File: config.mk
export PLATFORM = sky130hd
export DESIGN_NAME = css_slave_txrx
export DESIGN_NICKNAME = d
export VERILOG_FILES = /design/src/css_pkg.sv /design/src/css_pin_if.sv /design/src/css_pin_sync.sv /design/src/css_slave_txrx.sv
export VERILOG_INCLUDE_DIRS = /design/src /design/src/src
export SDC_FILE = /design/constraint.sdc
export NUM_CORES = 1
export LEC_CHECK = 0
export ABC_AREA = 1
export BUFFER_PORTS_ARGS = -buffer_cell sky130_fd_sc_hd__buf_2
export CAP_MARGIN = 10
export CORE_MARGIN = 2
export CORE_UTILIZATION = 55
export DETAILED_ROUTE_END_ITERATION = 6
export GPL_TIMING_DRIVEN = 0
export PLACE_DENSITY = 0.81
export SYNTH_ARGS = -nofsm -noshare
export SYNTH_HDL_FRONTEND = slang
export SYNTH_SLANG_ARGS = --single-unit
File: constraint.sdc
create_clock -name pclk -period 2.4 [get_ports pclk]
set_input_delay 0.12 -clock pclk [delete_from_list [all_inputs] [get_ports pclk]]
set_output_delay 0.12 -clock pclk [all_outputs]
set_load 0.005 [all_outputs]
File: src/css_params.svh
// Offsets, field positions and reset values of the serial slave channel
`ifndef CSS_PARAMS_SVH
`define CSS_PARAMS_SVH

// Register byte addresses
`define CSS_ADDR_DATA 8'h00
`define CSS_ADDR_CTRL 8'h04
`define CSS_ADDR_TRIG 8'h08
`define CSS_ADDR_STAT 8'h0C
`define CSS_ADDR_OLVL 8'h10
`define CSS_ADDR_ISTAT 8'h14
`define CSS_ADDR_IMASK 8'h18

// Control register fields
`define CSS_CTRL_DAP 0
`define CSS_CTRL_CKP 1
`define CSS_CTRL_LSB 2
`define CSS_CTRL_W7 3
`define CSS_CTRL_ISEL 4
`define CSS_CTRL_SOE 5
`define CSS_CTRL_W 6
`define CSS_CTRL_RST 6'h00

// Trigger register fields (read back: bit 0 is the enabled status)
`define CSS_TRIG_START 0
`define CSS_TRIG_STOP 1

// Status register fields
`define CSS_STAT_TSF 0
`define CSS_STAT_BFF 1
`define CSS_STAT_OVF 2
`define CSS_STAT_RXF 3

// Output level register fields
`define CSS_OLVL_SO 0
`define CSS_OLVL_CKO 1
`define CSS_OLVL_CKOE 2
`define CSS_OLVL_RST 3'h3

// Interrupt status and mask fields
`define CSS_IRQ_XFER 0
`define CSS_IRQ_OVR 1
`define CSS_IRQ_W 2

// Fastest serial clock is the operation clock divided by this
`define CSS_MIN_SCK_DIV 6

`endif

File: src/css_pkg.sv
// Types shared by the serial slave channel
package css_pkg;
    // Channel shift state, one-hot
    typedef enum logic [1:0] {
        CSS_ST_IDLE = 2'b01,
        CSS_ST_SHIFT = 2'b10
    } css_state_t;
endpackage

File: src/css_pin_if.sv
// Synchronised serial pin events passed from the pin stage to the channel
`timescale 1ns/1ps
interface css_pin_if;
    logic lead_edge;
    logic trail_edge;
    logic data_in;

    modport prod (output lead_edge, output trail_edge, output data_in);
    modport cons (input lead_edge, input trail_edge, input data_in);
endinterface

File: src/css_pin_sync.sv
// Pin synchroniser and serial clock edge detector
`timescale 1ns/1ps
module css_pin_sync
    import css_pkg::*;
(
    // Clock and reset
    input wire logic pclk,
    input wire logic presetn,
    // Raw pins and polarity
    input wire logic sck_pin,
    input wire logic sdi_pin,
    input wire logic polarity,
    // Events to the channel
    css_pin_if.prod ev
);
    logic sck_m_reg;
    logic sck_s_reg;
    logic sdi_m_reg;
    logic sdi_s_reg;
    logic eff_prev_reg;
    logic eff_now;

    // Two-flop synchronisers, first stage read only by the second
    always_ff @(posedge pclk or negedge presetn)
    begin
        if (!presetn)
        begin
            sck_m_reg <= 1'b1;
            sck_s_reg <= 1'b1;
            sdi_m_reg <= 1'b0;
            sdi_s_reg <= 1'b0;
        end
        else
        begin
            sck_m_reg <= sck_pin;
            sck_s_reg <= sck_m_reg;
            sdi_m_reg <= sdi_pin;
            sdi_s_reg <= sdi_m_reg;
        end
    end

    // Clock taken straight or inverted, idling high after selection
    assign eff_now = sck_s_reg ^ polarity;

    // Previous effective level for edge detection
    always_ff @(posedge pclk or negedge presetn)
    begin
        if (!presetn)
            eff_prev_reg <= 1'b1;
        else
            eff_prev_reg <= eff_now;
    end

    // Falling effective edge leads a bit, rising trails it
    assign ev.lead_edge = eff_prev_reg & ~eff_now;
    assign ev.trail_edge = ~eff_prev_reg & eff_now;
    assign ev.data_in = sdi_s_reg;
endmodule // css_pin_sync

File: src/css_slave_txrx.sv
// Clocked serial slave channel with simultaneous send and receive, APB registers
// Behaviour
// - Serial clock is never generated; shifting happens only on master edges.
// - External serial clock at most one sixth of the operation clock.
// - Data phase 0: output starts with clock; 1: half clock earlier.
// - Clock polarity bit selects non-inverted or inverted serial clock.
// - Writing stop trigger clears the channel enabled status.
// - Clearing serial output enable stops driving serial data output.
// - When stopped, software sets clock and data output levels directly.
// - A write while buffer full replaces the pending transmit word.
// - Interrupt source may change in operation, before the last bit.
// - Transfer rate comes wholly from master clock, no internal divider.
`timescale 1ns/1ps
`include "css_params.svh"
module css_slave_txrx
    import css_pkg::*;
(
    // APB slave
    input wire logic pclk,
    input wire logic presetn,
    input wire logic psel,
    input wire logic penable,
    input wire logic pwrite,
    input wire logic [7:0] paddr,
    input wire logic [31:0] pwdata,
    output logic [31:0] prdata,
    output logic pready,
    output logic pslverr,
    // Serial pins
    input wire logic serial_clock_pin,
    output logic serial_clock_level,
    output logic serial_clock_oe,
    input wire logic serial_data_in_pin,
    output logic serial_data_out_pin,
    output logic serial_data_out_oe,
    // Interrupt
    output logic channel_transfer_irq
);
    css_pin_if pin_ev ();

    logic [`CSS_CTRL_W-1:0] ctrl_reg;
    logic [2:0] olvl_reg;
    logic enabled_reg;
    css_state_t state_reg;
    logic [7:0] tx_buf_reg;
    logic buffer_full_reg;
    logic [7:0] tx_sh_reg;
    logic [7:0] rx_sh_reg;
    logic [7:0] rx_buf_reg;
    logic rx_full_reg;
    logic overrun_reg;
    logic [2:0] bit_cnt_reg;
    logic out_bit_reg;
    logic [`CSS_IRQ_W-1:0] irq_stat_reg;
    logic [`CSS_IRQ_W-1:0] irq_mask_reg;
    logic [31:0] prdata_reg;

    logic wr_en;
    logic rd_done;
    logic setup;
    logic addr_ok;
    logic dap;
    logic lsb;
    logic w7;
    logic isel;
    logic [2:0] last_bit;
    logic load_now;
    logic sample_now;
    logic word_done;
    logic cur_bit;
    logic [7:0] rx_word;
    logic [`CSS_IRQ_W-1:0] irq_ev;
    logic stop_wr;
    logic start_wr;

    // Orders a word for shifting or delivery by length and bit order
    function automatic logic [7:0] css_order(input logic [7:0] d, input logic lsbf,
                                             input logic len7);
        logic [7:0] m;
        logic [7:0] r;
        m = len7 ? {1'b0, d[6:0]} : d;
        for (int i = 0; i < 8; i++)
            r[i] = m[7-i];
        if (!lsbf)
            css_order = m;
        else
            css_order = len7 ? {1'b0, r[7:1]} : r;
    endfunction

    // Pin synchroniser and edge detector
    css_pin_sync u_pins (
        .pclk(pclk),
        .presetn(presetn),
        .sck_pin(serial_clock_pin),
        .sdi_pin(serial_data_in_pin),
        .polarity(ctrl_reg[`CSS_CTRL_CKP]),
        .ev(pin_ev.prod)
    );

    // Bus decode
    assign setup = psel & ~penable;
    assign wr_en = psel & penable & pwrite & addr_ok;
    assign rd_done = psel & penable & ~pwrite & addr_ok;
    assign addr_ok = (paddr == `CSS_ADDR_DATA) || (paddr == `CSS_ADDR_CTRL) ||
                     (paddr == `CSS_ADDR_TRIG) || (paddr == `CSS_ADDR_STAT) ||
                     (paddr == `CSS_ADDR_OLVL) || (paddr == `CSS_ADDR_ISTAT) ||
                     (paddr == `CSS_ADDR_IMASK);
    assign pready = 1'b1;
    assign pslverr = psel & penable & ~addr_ok;
    assign prdata = prdata_reg;
    assign stop_wr = wr_en && paddr == `CSS_ADDR_TRIG && pwdata[`CSS_TRIG_STOP];
    assign start_wr = wr_en && paddr == `CSS_ADDR_TRIG && pwdata[`CSS_TRIG_START];

    // Control field aliases
    assign dap = ctrl_reg[`CSS_CTRL_DAP];
    assign lsb = ctrl_reg[`CSS_CTRL_LSB];
    assign w7 = ctrl_reg[`CSS_CTRL_W7];
    assign isel = ctrl_reg[`CSS_CTRL_ISEL];
    assign last_bit = w7 ? 3'h6 : 3'h7;

    // Shift timing, driven only by master edges, sampled at pclk rate
    assign load_now = enabled_reg && buffer_full_reg &&
                      (state_reg == CSS_ST_IDLE || word_done);
    assign sample_now = enabled_reg && state_reg == CSS_ST_SHIFT &&
                        (dap ? pin_ev.lead_edge : pin_ev.trail_edge);
    assign word_done = sample_now && bit_cnt_reg == last_bit;
    assign cur_bit = w7 ? tx_sh_reg[6] : tx_sh_reg[7];
    assign rx_word = css_order({rx_sh_reg[6:0], pin_ev.data_in}, lsb, w7);

    // Event sources: buffer empty when continuous, transfer end when single
    assign irq_ev[`CSS_IRQ_XFER] = isel ? (load_now && enabled_reg)
                                        : word_done;
    assign irq_ev[`CSS_IRQ_OVR] = word_done && rx_full_reg && !rd_data_clear();

    // True when the received word is read in this cycle
    function automatic logic rd_data_clear();
        rd_data_clear = rd_done && paddr == `CSS_ADDR_DATA;
    endfunction

    // Configuration, output levels and mask
    always_ff @(posedge pclk or negedge presetn)
    begin
        if (!presetn)
        begin
            ctrl_reg <= `CSS_CTRL_RST;
            olvl_reg <= `CSS_OLVL_RST;
            irq_mask_reg <= '0;
        end
        else if (wr_en)
        begin
            if (paddr == `CSS_ADDR_CTRL)
                ctrl_reg <= pwdata[`CSS_CTRL_W-1:0];
            if (paddr == `CSS_ADDR_OLVL)
                olvl_reg <= pwdata[2:0];
            if (paddr == `CSS_ADDR_IMASK)
                irq_mask_reg <= pwdata[`CSS_IRQ_W-1:0];
        end
    end

    // Channel enable, start and stop triggers
    always_ff @(posedge pclk or negedge presetn)
    begin
        if (!presetn)
            enabled_reg <= 1'b0;
        else if (stop_wr)
            enabled_reg <= 1'b0;
        else if (start_wr)
            enabled_reg <= 1'b1;
    end

    // Transmit buffer; a new write replaces a pending word
    always_ff @(posedge pclk or negedge presetn)
    begin
        if (!presetn)
        begin
            tx_buf_reg <= 8'h00;
            buffer_full_reg <= 1'b0;
        end
        else if (wr_en && paddr == `CSS_ADDR_DATA)
        begin
            tx_buf_reg <= pwdata[7:0];
            buffer_full_reg <= 1'b1;
        end
        else if (load_now || stop_wr)
            buffer_full_reg <= 1'b0;
    end

    // Shift state and bit counter
    always_ff @(posedge pclk or negedge presetn)
    begin
        if (!presetn)
        begin
            state_reg <= CSS_ST_IDLE;
            bit_cnt_reg <= 3'h0;
            tx_sh_reg <= 8'h00;
            rx_sh_reg <= 8'h00;
        end
        else if (!enabled_reg || stop_wr)
        begin
            state_reg <= CSS_ST_IDLE;
            bit_cnt_reg <= 3'h0;
        end
        else
        begin
            case (state_reg)
                CSS_ST_IDLE:
                begin
                    if (load_now)
                    begin
                        tx_sh_reg <= css_order(tx_buf_reg, lsb, w7);
                        bit_cnt_reg <= 3'h0;
                        state_reg <= CSS_ST_SHIFT;
                    end
                end
                CSS_ST_SHIFT:
                begin
                    if (load_now)
                    begin
                        tx_sh_reg <= css_order(tx_buf_reg, lsb, w7); // continuous
                        bit_cnt_reg <= 3'h0;
                        rx_sh_reg <= 8'h00;
                    end
                    else if (word_done)
                    begin
                        state_reg <= CSS_ST_IDLE;
                        rx_sh_reg <= 8'h00;
                    end
                    else if (sample_now)
                    begin
                        tx_sh_reg <= {tx_sh_reg[6:0], 1'b0};
                        rx_sh_reg <= {rx_sh_reg[6:0], pin_ev.data_in};
                        bit_cnt_reg <= bit_cnt_reg + 3'h1;
                    end
                end
                default:
                    state_reg <= CSS_ST_IDLE;
            endcase
        end
    end

    // Output bit: phase 1 shows it at load, phase 0 at the leading edge
    always_ff @(posedge pclk or negedge presetn)
    begin
        if (!presetn)
            out_bit_reg <= 1'b0;
        else if (load_now && dap)
            out_bit_reg <= w7 ? tx_buf_reg[lsb ? 0 : 6] : tx_buf_reg[lsb ? 0 : 7];
        else if (state_reg == CSS_ST_SHIFT && !dap && pin_ev.lead_edge)
            out_bit_reg <= cur_bit;
        else if (state_reg == CSS_ST_SHIFT && dap && pin_ev.trail_edge)
            out_bit_reg <= cur_bit;
    end

    // Receive buffer, full flag and overrun; set wins over read clear
    always_ff @(posedge pclk or negedge presetn)
    begin
        if (!presetn)
        begin
            rx_buf_reg <= 8'h00;
            rx_full_reg <= 1'b0;
            overrun_reg <= 1'b0;
        end
        else
        begin
            if (word_done)
                rx_buf_reg <= rx_word;
            rx_full_reg <= word_done | (rx_full_reg & ~rd_data_clear());
            if (irq_ev[`CSS_IRQ_OVR])
                overrun_reg <= 1'b1;
            else if (wr_en && paddr == `CSS_ADDR_STAT && pwdata[`CSS_STAT_OVF])
                overrun_reg <= 1'b0;
        end
    end

    // Sticky interrupt status, cleared by reading it; events win
    always_ff @(posedge pclk or negedge presetn)
    begin
        if (!presetn)
            irq_stat_reg <= '0;
        else if (rd_done && paddr == `CSS_ADDR_ISTAT)
            irq_stat_reg <= irq_ev;
        else
            irq_stat_reg <= irq_stat_reg | irq_ev;
    end

    // Read data captured in the setup cycle
    always_ff @(posedge pclk or negedge presetn)
    begin
        if (!presetn)
            prdata_reg <= 32'h0000_0000;
        else if (setup && !pwrite)
        begin
            case (paddr)
                `CSS_ADDR_DATA: prdata_reg <= {24'h000000, rx_buf_reg};
                `CSS_ADDR_CTRL: prdata_reg <= {26'h0, ctrl_reg};
                `CSS_ADDR_TRIG: prdata_reg <= {31'h0, enabled_reg};
                `CSS_ADDR_STAT: prdata_reg <= {28'h0, rx_full_reg, overrun_reg,
                                               buffer_full_reg,
                                               state_reg == CSS_ST_SHIFT};
                `CSS_ADDR_OLVL: prdata_reg <= {29'h0, olvl_reg};
                `CSS_ADDR_ISTAT: prdata_reg <= {30'h0, irq_stat_reg};
                `CSS_ADDR_IMASK: prdata_reg <= {30'h0, irq_mask_reg};
                default: prdata_reg <= 32'h0000_0000;
            endcase
        end
    end

    // Pin drive: clock only driven from the level register while stopped
    assign serial_clock_level = olvl_reg[`CSS_OLVL_CKO];
    assign serial_clock_oe = ~enabled_reg & olvl_reg[`CSS_OLVL_CKOE];
    assign serial_data_out_pin = enabled_reg ? out_bit_reg : olvl_reg[`CSS_OLVL_SO];
    assign serial_data_out_oe = ctrl_reg[`CSS_CTRL_SOE];

    // Level interrupt from unmasked sticky bits
    assign channel_transfer_irq = |(irq_stat_reg & irq_mask_reg);
endmodule // css_slave_txrx

* After elaboration in Yosys (flattened, before gate mapping)
Cells that the tools add are included.
** Cells by class
- Add/sub/neg operators :: 1
- Order comparisons :: 2
- Equality and inequality tests :: 17
- Multiplexer cells :: 50
- Bitwise operators :: 23
- Reduce and logical (&&, ||, !) cells :: 51
** Operators by type and width (number)
- $mux 8 :: 10
- $pmux 8 s7 :: 1
- $eq 8x5->1 const B :: 3
- $logic_and 1x1->1 :: 22
- $mux 3 :: 7
- $mux 7 :: 3
- $mux 1 :: 19
- $eq 8x4->1 const B :: 2
- $pmux 8 s2 :: 1
- $ne 3x3->1 const B :: 4
- $and 1x1->1 :: 11
- $mux 2 :: 5
- $logic_or 1x1->1 :: 9
- $reduce_bool 3->1 :: 3
- $eq 8x3->1 const B :: 1
- $logic_not 8->1 :: 1
- $lt 3x4->1 const B :: 2
- $ne 4x4->1 const B :: 2
- $not 1->1 :: 8
- $reduce_bool 2->1 :: 4
- $bmux 1 s3 :: 2
- $pmux 3 s2 :: 1
- $reduce_and 2->1 :: 3
- $reduce_and 3->1 :: 2
- other kinds (15) :: 18
** Storage, ports and cells
- Flip-flop bits (word level) :: 91
- Input bits :: 47
- Output and inout port bits :: 39
- Logic and storage cells :: 165

* Logic depth before layout (Yosys ltp)
Gate-level depths: netlist of the first run.
- Word-level depth :: 13
- Depth in mapped cells :: 13
- Gate-level depth less buffers :: 13

* Cells and area by module
A second synthesis of the first run with hierarchy kept.
** Second synthesis, totals
- Cell total of the unflattened synthesis :: 512
- Area total of the unflattened synthesis :: 3908.7 um^2
** By module, submodules not included
- css_slave_txrx :: times used 1, cells an instance 496, area each 3733.6 um^2, seq. area each 1555.2 um^2
- css_pin_sync :: times used 1, cells an instance 16, area each 175.2 um^2, seq. area each 128.9 um^2

* Worst setup path before layout of the first run
OpenSTA, ideal clock, no wires.
- Path kind :: register to register
- Start :: register state_reg[0]
- End :: register rx_sh_reg[0]
- Setup time :: 74 ps
- Arrival time :: 1625 ps
- Required time :: 2326 ps
- Setup slack :: 701 ps
- Stages on the path, launching flop included :: 12
- Buffers on the path :: 0
- Period minus slack after synthesis :: 1699 ps
- Cells stage by stage :: dfstp_2 inv_1 ha_1 nand2_2 inv_1 nand3_4 nand2_2 nand2_4 nand2_2 inv_2 nand3_1 o21ai_2
** On the way
- Longest elaborated chain between the ends :: 8
- Elaborated cells on any way between the ends :: 11
- Those cells by class :: eq/ne (2); mux (2); reduce/logical (7)
** RTL lines
- start: declaration :: RTL line css_slave_txrx.sv:44 : css_state_t state_reg;
- start signal: assignment :: RTL line css_slave_txrx.sv:193 : state_reg <= CSS_ST_IDLE;
- start signal: assignment :: RTL line css_slave_txrx.sv:200 : state_reg <= CSS_ST_IDLE;
- start signal: assignment :: RTL line css_slave_txrx.sv:212 : state_reg <= CSS_ST_SHIFT;
- $eq 2x2->1 :: RTL line css_slave_txrx.sv:124, css_slave_txrx.sv:205
- $logic_and 1x1->1 (2 in series) :: RTL line css_slave_txrx.sv:124 : assign sample_now = enabled_reg && state_reg == CSS_ST_SHIFT &&
- $logic_and 1x1->1 :: RTL line css_slave_txrx.sv:126 : assign word_done = sample_now && bit_cnt_reg == last_bit;
- $logic_or 1x1->1 :: RTL line css_slave_txrx.sv:123 : (state_reg == CSS_ST_IDLE || word_done);
- $logic_and 1x1->1 :: RTL line css_slave_txrx.sv:122 : assign load_now = enabled_reg && buffer_full_reg &&
- $reduce_bool 3->1 (no line)
- $reduce_and 3->1 (no line)
- end signal: assignment :: RTL line css_slave_txrx.sv:231 : rx_sh_reg <= {rx_sh_reg[6:0], pin_ev.data_in};
- end: declaration :: RTL line css_slave_txrx.sv:48 : logic [7:0] rx_sh_reg;
Several ways; a longest one is shown, not always the timed one.
A chain may end at the register's enable or synchronous reset.

* Worst setup path in the final report of the first run
- Start :: register state_reg[0]
- End :: register rx_sh_reg[1]
Same word-level chain as after synthesis.

==> results.cfg, run 1 <==
[cts]
post-cts-setup-buffer-count = 0
cts.hold.buffers_added = 6
clock-sinks = 67
clk_pin_slew_ns = 0.08
cts.repair.resized = 0
clock_path_buffers = 2
cts_tree = built
cts_buffers = 9
cts-root-buf = clkbuf_8
clk_latency_ns = 0.36
htree_levels = 3

[route]
drtIter0Drc = 243
wl_per_cell_um = 13.0
drt_wl_total_um = 8700
routed_via_density = 5.07
firstDrtPassIters = 5
ant_nets = 0
vias = 3399
route.detailed.drc = 0

[setup_path]
cp-start-kind = flip-flop
critPathArrivalTime_ns = 2.30
worstPathCellList = inv_1, ha_1, nand2_2, inv_1, nand3_4, nand2_2, nand2_4, nand2_2, inv_2, nand3_1, o21ai_2
worstPathRequired_ns = 2.69
critPathTopFamily = simple AND/OR/NAND/NOR gates
slowest_delay_ns = 0.55
crit_path_max_fanout = 10
crit_top_cell = nand2_2
slowest_stage = dfstp_2
worstSetupPathType = reg2reg
critPathBufInv = 3
end_kind = flip-flop

[synth]
ys_types = 41
syn_inst = 493
async_flop_share_pct = 100
synth_area_leaders = dfrtp_1 (39%), nand2_1 (12%), o21ai_0 (5.3%), inv_1 (5.2%), buf_4 (4.8%)
synthTopCellsByCount = nand2_1 (126), dfrtp_1 (61), inv_1 (55)
ys_ff_latch = 67
avgSynthCellArea_um2 = 7.99
yosysWarnings = 0
synth_most_common_cell = nand2_1
synth_edf_count = 0
synth_area_um2 = 3940
synth_top_cell_by_area = dfrtp_1
synth-main-ff-cell = dfrtp_1
yosysTopAreaCellShare_pct = 38.7
yosysSeqAreaShare_pct = 42.7

[floorplan]
dieArea_um2 = 7860
rows = 30
ios = 86
die_w_um = 88.6
core_um2 = 6870
start_util_pct = 57.4
dieHeight_um = 88.6

[timing]
period_share_pct = 83.6
holdWs_ns = 0.0362
fin_skew_ns = 0.00982
report.final.slew_viol_count = 0
hold_viol_final = 0
rsz0062_at_grt = no
min_period_ns = 2.01
worst_pin_slew_ns = 0.816
setup_viol = 0
relSlewSlack_pct = 45.6
finalSetupTns_ns = 0
max_freq_ghz = 0.499

[global_route]
grtUsageTotal_pct = 24.3
antenna_found_initial = 0
first_global_vias = 3221
grt_max_degree = 68
overflow = 0
grt_pass1_wl_um = 14600

[layout]
antennaDiodeCount = 0
final.fill_count = 580
multiInputGateArea_um2 = 1830
synthToLayoutAreaGrowth_pct = 17.1
finalInstanceArea_um2 = 4610
final_core_util_pct = 67.1
layout.nets = 619
seq_area_um2 = 1680
drive_gt1_share_pct = 26.3

[job]
drv_cap = 0

[pwr]
switching_share_pct = 24.3
cellInternalPower_w = 0.00179
vdd_ir_drop_max_uv = 454
seq_power_share_pct = 48.4
power.density_nw_per_um2 = 513
pwr-share-clk_pct = 45.4
switching_power_w = 0.000574
leakage_nw = 2.34
combPwrFrac_pct = 6.2

[placement]
port_buffers = 36
hpwlAfterDp_um = 6380
dpl-instance-area_um2 = 4330
gp_routability_congestion = 0.863

[worst_hold_path]
hold_class = in2reg

[status]
status = finished, final reports clean
## placed cells by master, fill, tap and decap left out, types with 2 or more instances in the layout
cell type	netlist	final
inv_6	0	2
dlygate4sd3_1	0	6
nor3_1	2	2
nand3b_1	6	6
o31ai_1	5	5
ha_1	3	3
clkbuf_1	6	6
buf_4	25	26
buf_6	2	2
o22ai_1	6	6
buf_2	2	37
dfstp_2	6	6
inv_2	8	8
dfrtp_1	61	61
nand2_1	126	126
inv_1	55	55
nand4_1	3	3
a22o_1	2	2
o21ai_1	6	6
nor2_4	4	4
o21ai_2	17	17
a21oi_1	10	10
bufinv_16	0	2
nand2_2	9	9
nor2_2	6	6
conb_1	2	25
o211ai_1	4	4
a21oi_2	3	3
nor2_1	21	21
nand3_1	29	29
nand3_2	6	6
clkbuf_8	0	9
nand2_4	5	5
o21ai_0	42	42
## layer usage
metal	global-route usage, %	up-vias	routed length [µm]
met1	32.1	1564	3970
met5	0	-	0
met2	39.3	117	4010
met4	11.3	0	200
met3	4.01	20	515
li1	-	1698	-
## worst reg2reg max path, cell delays in order, from the launching register on
cell and delay, ns:
dfstp_2 0.55, inv_1 0.05, ha_1 0.29, nand2_2 0.12
inv_1 0.09, nand3_4 0.17, nand2_2 0.09, nand2_4 0.15
nand2_2 0.08, inv_2 0.16, nand3_1 0.12, o21ai_2 0.07
## cells by family (layout without fill, tap and decap cells)
kind of cell | after synthesis | in the layout | share of synthesized area (%)
AOI/OAI and AO/OA | 97 | 97 | 15.6
xor gates and xnor gates | 1 | 1 | 0.222
adders and majority gates | 3 | 3 | 0.953
buffers and inverters | 101 | 159 | 12.9
DFF | 67 | 67 | 42.7
other | 2 | 25 | 0.191
and+or+nand+nor | 222 | 222 | 27.3
## final timing paths
kind                                             from                          end  slack, ns  cells past startpoint
max reg2reg                  state_reg[0]$_DFFE_PN1P_     rx_sh_reg[1]$_DFFE_PN0P_       0.39                     11
max                          state_reg[0]$_DFFE_PN1P_     rx_sh_reg[1]$_DFFE_PN0P_       0.39                     11
min                                         pwdata[4]      ctrl_reg[4]$_DFFE_PN0P_       0.04                      3
min in group asynchronous                     presetn     rx_sh_reg[4]$_DFFE_PN0P_       0.41                      2
min reg2reg                u_pins.sdi_m_reg$_DFF_PN0_  u_pins.ev.data_in$_DFF_PN0_       0.35                      0
max in group asynchronous                     presetn     tx_sh_reg[2]$_DFFE_PN0P_       1.46                      2
## power groups by stage
stage	combinational (W)	clock, W	sequential (W)
after global routing	0.000168	0.00113	0.00115
final	0.000147	0.00107	0.00114
after CTS	0.000147	0.00109	0.00114
after global placement	0.000136	0	0.00117
after detailed placement	0.000139	0	0.00117
after floorplan	0.0000834	0	0.00117
## final cells by class
cell class	count	area share, %
plain buffers	36	5.70
repair buffers	42	5.26
clock inverters	7	2.14
well taps	96	2.60
inverters	65	5.34
flip-flops and latches	67	36.5
multi-input cells	348	39.7
clock buffers	9	2.69
## through the flow
step                      setup WS (ns)  instances  total power [W]
after detailed placement          0.423        648          0.00131
after global routing              0.272        670          0.00244
final                             0.394        670          0.00237
after floorplan                   0.701        516          0.00125
after CTS                         0.390        670          0.00238
after global placement            0.483        648          0.00130
(Power assumes the default switching activity.)
==> run 2: changes to the inputs <==
Settings changed: CORE_UTILIZATION 55 to 50, PLACE_DENSITY 0.81 to 0.77.
Clock period 2.4 ns to 1.7 ns, I/O delays scaled along.
==> results.cfg, run 2 (synthesis gave the netlist of run 1 again) <==
[route]
vias = 3487
drt_wl_total_um = 9140
route.detailed.drc = 0
drtIter0Drc = 177
ant_nets = 0
firstDrtPassIters = 5
wl_per_cell_um = 13.3
routed_via_density = 5.09

[timing]
period_share_pct = 102
max_freq_ghz = 0.574
rsz0062_at_grt = yes
finalSetupTns_ns = -0.264
setup_viol = 8
worst_pin_slew_ns = 0.823
hold_viol_final = 0
report.final.slew_viol_count = 0
relSlewSlack_pct = 45.1
holdWs_ns = 0.0128
finalWorstSetupSlack_ns = -0.0411
fin_skew_ns = 0.00983
min_period_ns = 1.74

[global_route]
grt_pass1_wl_um = 14900
overflow = 0
grtUsageTotal_pct = 21.9
first_global_vias = 3271
antenna_found_initial = 0
grt_max_degree = 68

[pwr]
vdd_ir_drop_max_uv = 634
leakage_nw = 2.39
power.density_nw_per_um2 = 666
total_power_w = 0.00322

[worst_hold_path]
hold_class = in2reg

[placement]
gp_routability_congestion = 0.881
port_buffers = 36
hpwlAfterDp_um = 6370

[floorplan]
ios = 86
core_um2 = 7690
die_w_um = 92.8
dieHeight_um = 92.8
start_util_pct = 51.3
rows = 32
dieArea_um2 = 8610

[status]
status = finished with violations
violations = negative setup slack

[cts]
cts_buffers = 9
clock_path_buffers = 2
clk_pin_slew_ns = 0.08
htree_levels = 3
clk_latency_ns = 0.36
cts_tree = built
cts-root-buf = clkbuf_8
clock-sinks = 67

[setup_path]
cp-start-kind = flip-flop
crit_path_max_fanout = 5
worstSetupPathType = reg2reg
worstPathRequired_ns = 1.95
end_kind = flip-flop
critPathArrivalTime_ns = 1.99

[layout]
layout.nets = 629
final_common_cell = nand2_1
antennaDiodeCount = 0
drive_gt1_share_pct = 32.9
synthToLayoutAreaGrowth_pct = 22.8
final_cell_mix = nand2_1 (113), dfrtp_1 (60), inv_1 (50)

[job]
drv_cap = 0
==> run 2: changes by cell type in the layout (fill, tap and decap cells not counted), sizes merged <==
cell,before,now
bufinv,2,1
inv,66,64
buf,66,75
clkinv,3,2
clkbuf,15,16
nand2,140,142
clkinvlp,1,2
==> run 2: metal layers <==
layer	up-vias	GRT usage (%)	share of wire, %
met4	0	11.0	2.7
met2	92	35.4	47
met5	-	0	0
met1	1653	28.2	46
met3	22	3.82	4.3
li1	1720	-	-
==> run 2: repair_timing <==
action,4_1_cts,5_1_grt
resized for setup,17,31
setup buffers,6,3
hold buffers,6,0
setup endpoints to repair,28,27
hold endpoints to repair,66,0
cloned,1,1
pin swaps,6,17
==> run 2: path summary, 6_finish.rpt <==
check,from,to,slack (ns),depth (start not counted)
hold / removal,pwdata[3],ctrl_reg[3]$_DFFE_PN0P_,0.01,3
setup reg to reg,state_reg[0]$_DFFE_PN1P_,tx_sh_reg[4]$_DFFE_PN0P_,-0.04,10
hold reg to reg,u_pins.sdi_m_reg$_DFF_PN0_,u_pins.ev.data_in$_DFF_PN0_,0.35,0
setup / recovery,state_reg[0]$_DFFE_PN1P_,tx_sh_reg[4]$_DFFE_PN0P_,-0.04,10
min in group asynchronous,presetn,u_pins.sdi_m_reg$_DFF_PN0_,0.38,2
max in group asynchronous,presetn,enabled_reg$_DFFE_PN0P_,0.75,2
==> run 2: final cells by class <==
type                    count  area [µm²]
fillers                   690        2850
multi-input cells         350        2000
flip-flops and latches     67        1690
repair buffers             51         310
plain buffers              35         260
inverters                  65         256
clock buffers              11         151
well taps                 102         128
clock inverters             4        50.0
==> run 2: stage by stage <==
| stage | instance area, µm² | setup slack [ns] | util, % | std cells |
|---|---|---|---|---|
| CTS | 4720 | 0.00385 | 61.3 | 682 |
| global placement | 4330 | -0.217 | 56.4 | 654 |
| floorplan | 4030 | 0.00111 | - | 516 |
| finish | 4840 | -0.0411 | 62.9 | 685 |
| detailed placement | 4340 | -0.262 | 56.4 | 654 |
| global route | 4840 | -0.143 | 62.9 | 685 |
==> run 2: worst max-delay path, stage by stage, from the launching register on <==
cell and delay (ns):
dfstp_2 0.58, inv_2 0.05, ha_4 0.17, nand2_4 0.08, inv_4 0.05, nand4_1 0.20, nand2_2 0.10, nor2_4 0.17
nand2_4 0.11, nand2_2 0.09, nand2_2 0.04
==> run 2: where the power goes <==
group,switching [W],leakage [nW],internal [W]
Combinational,0.000128,1.44,0.0000883
Clock,0.000639,0.0974,0.000746
Sequential,0.00000871,0.852,0.00161
Total,0.000776,2.39,0.00244
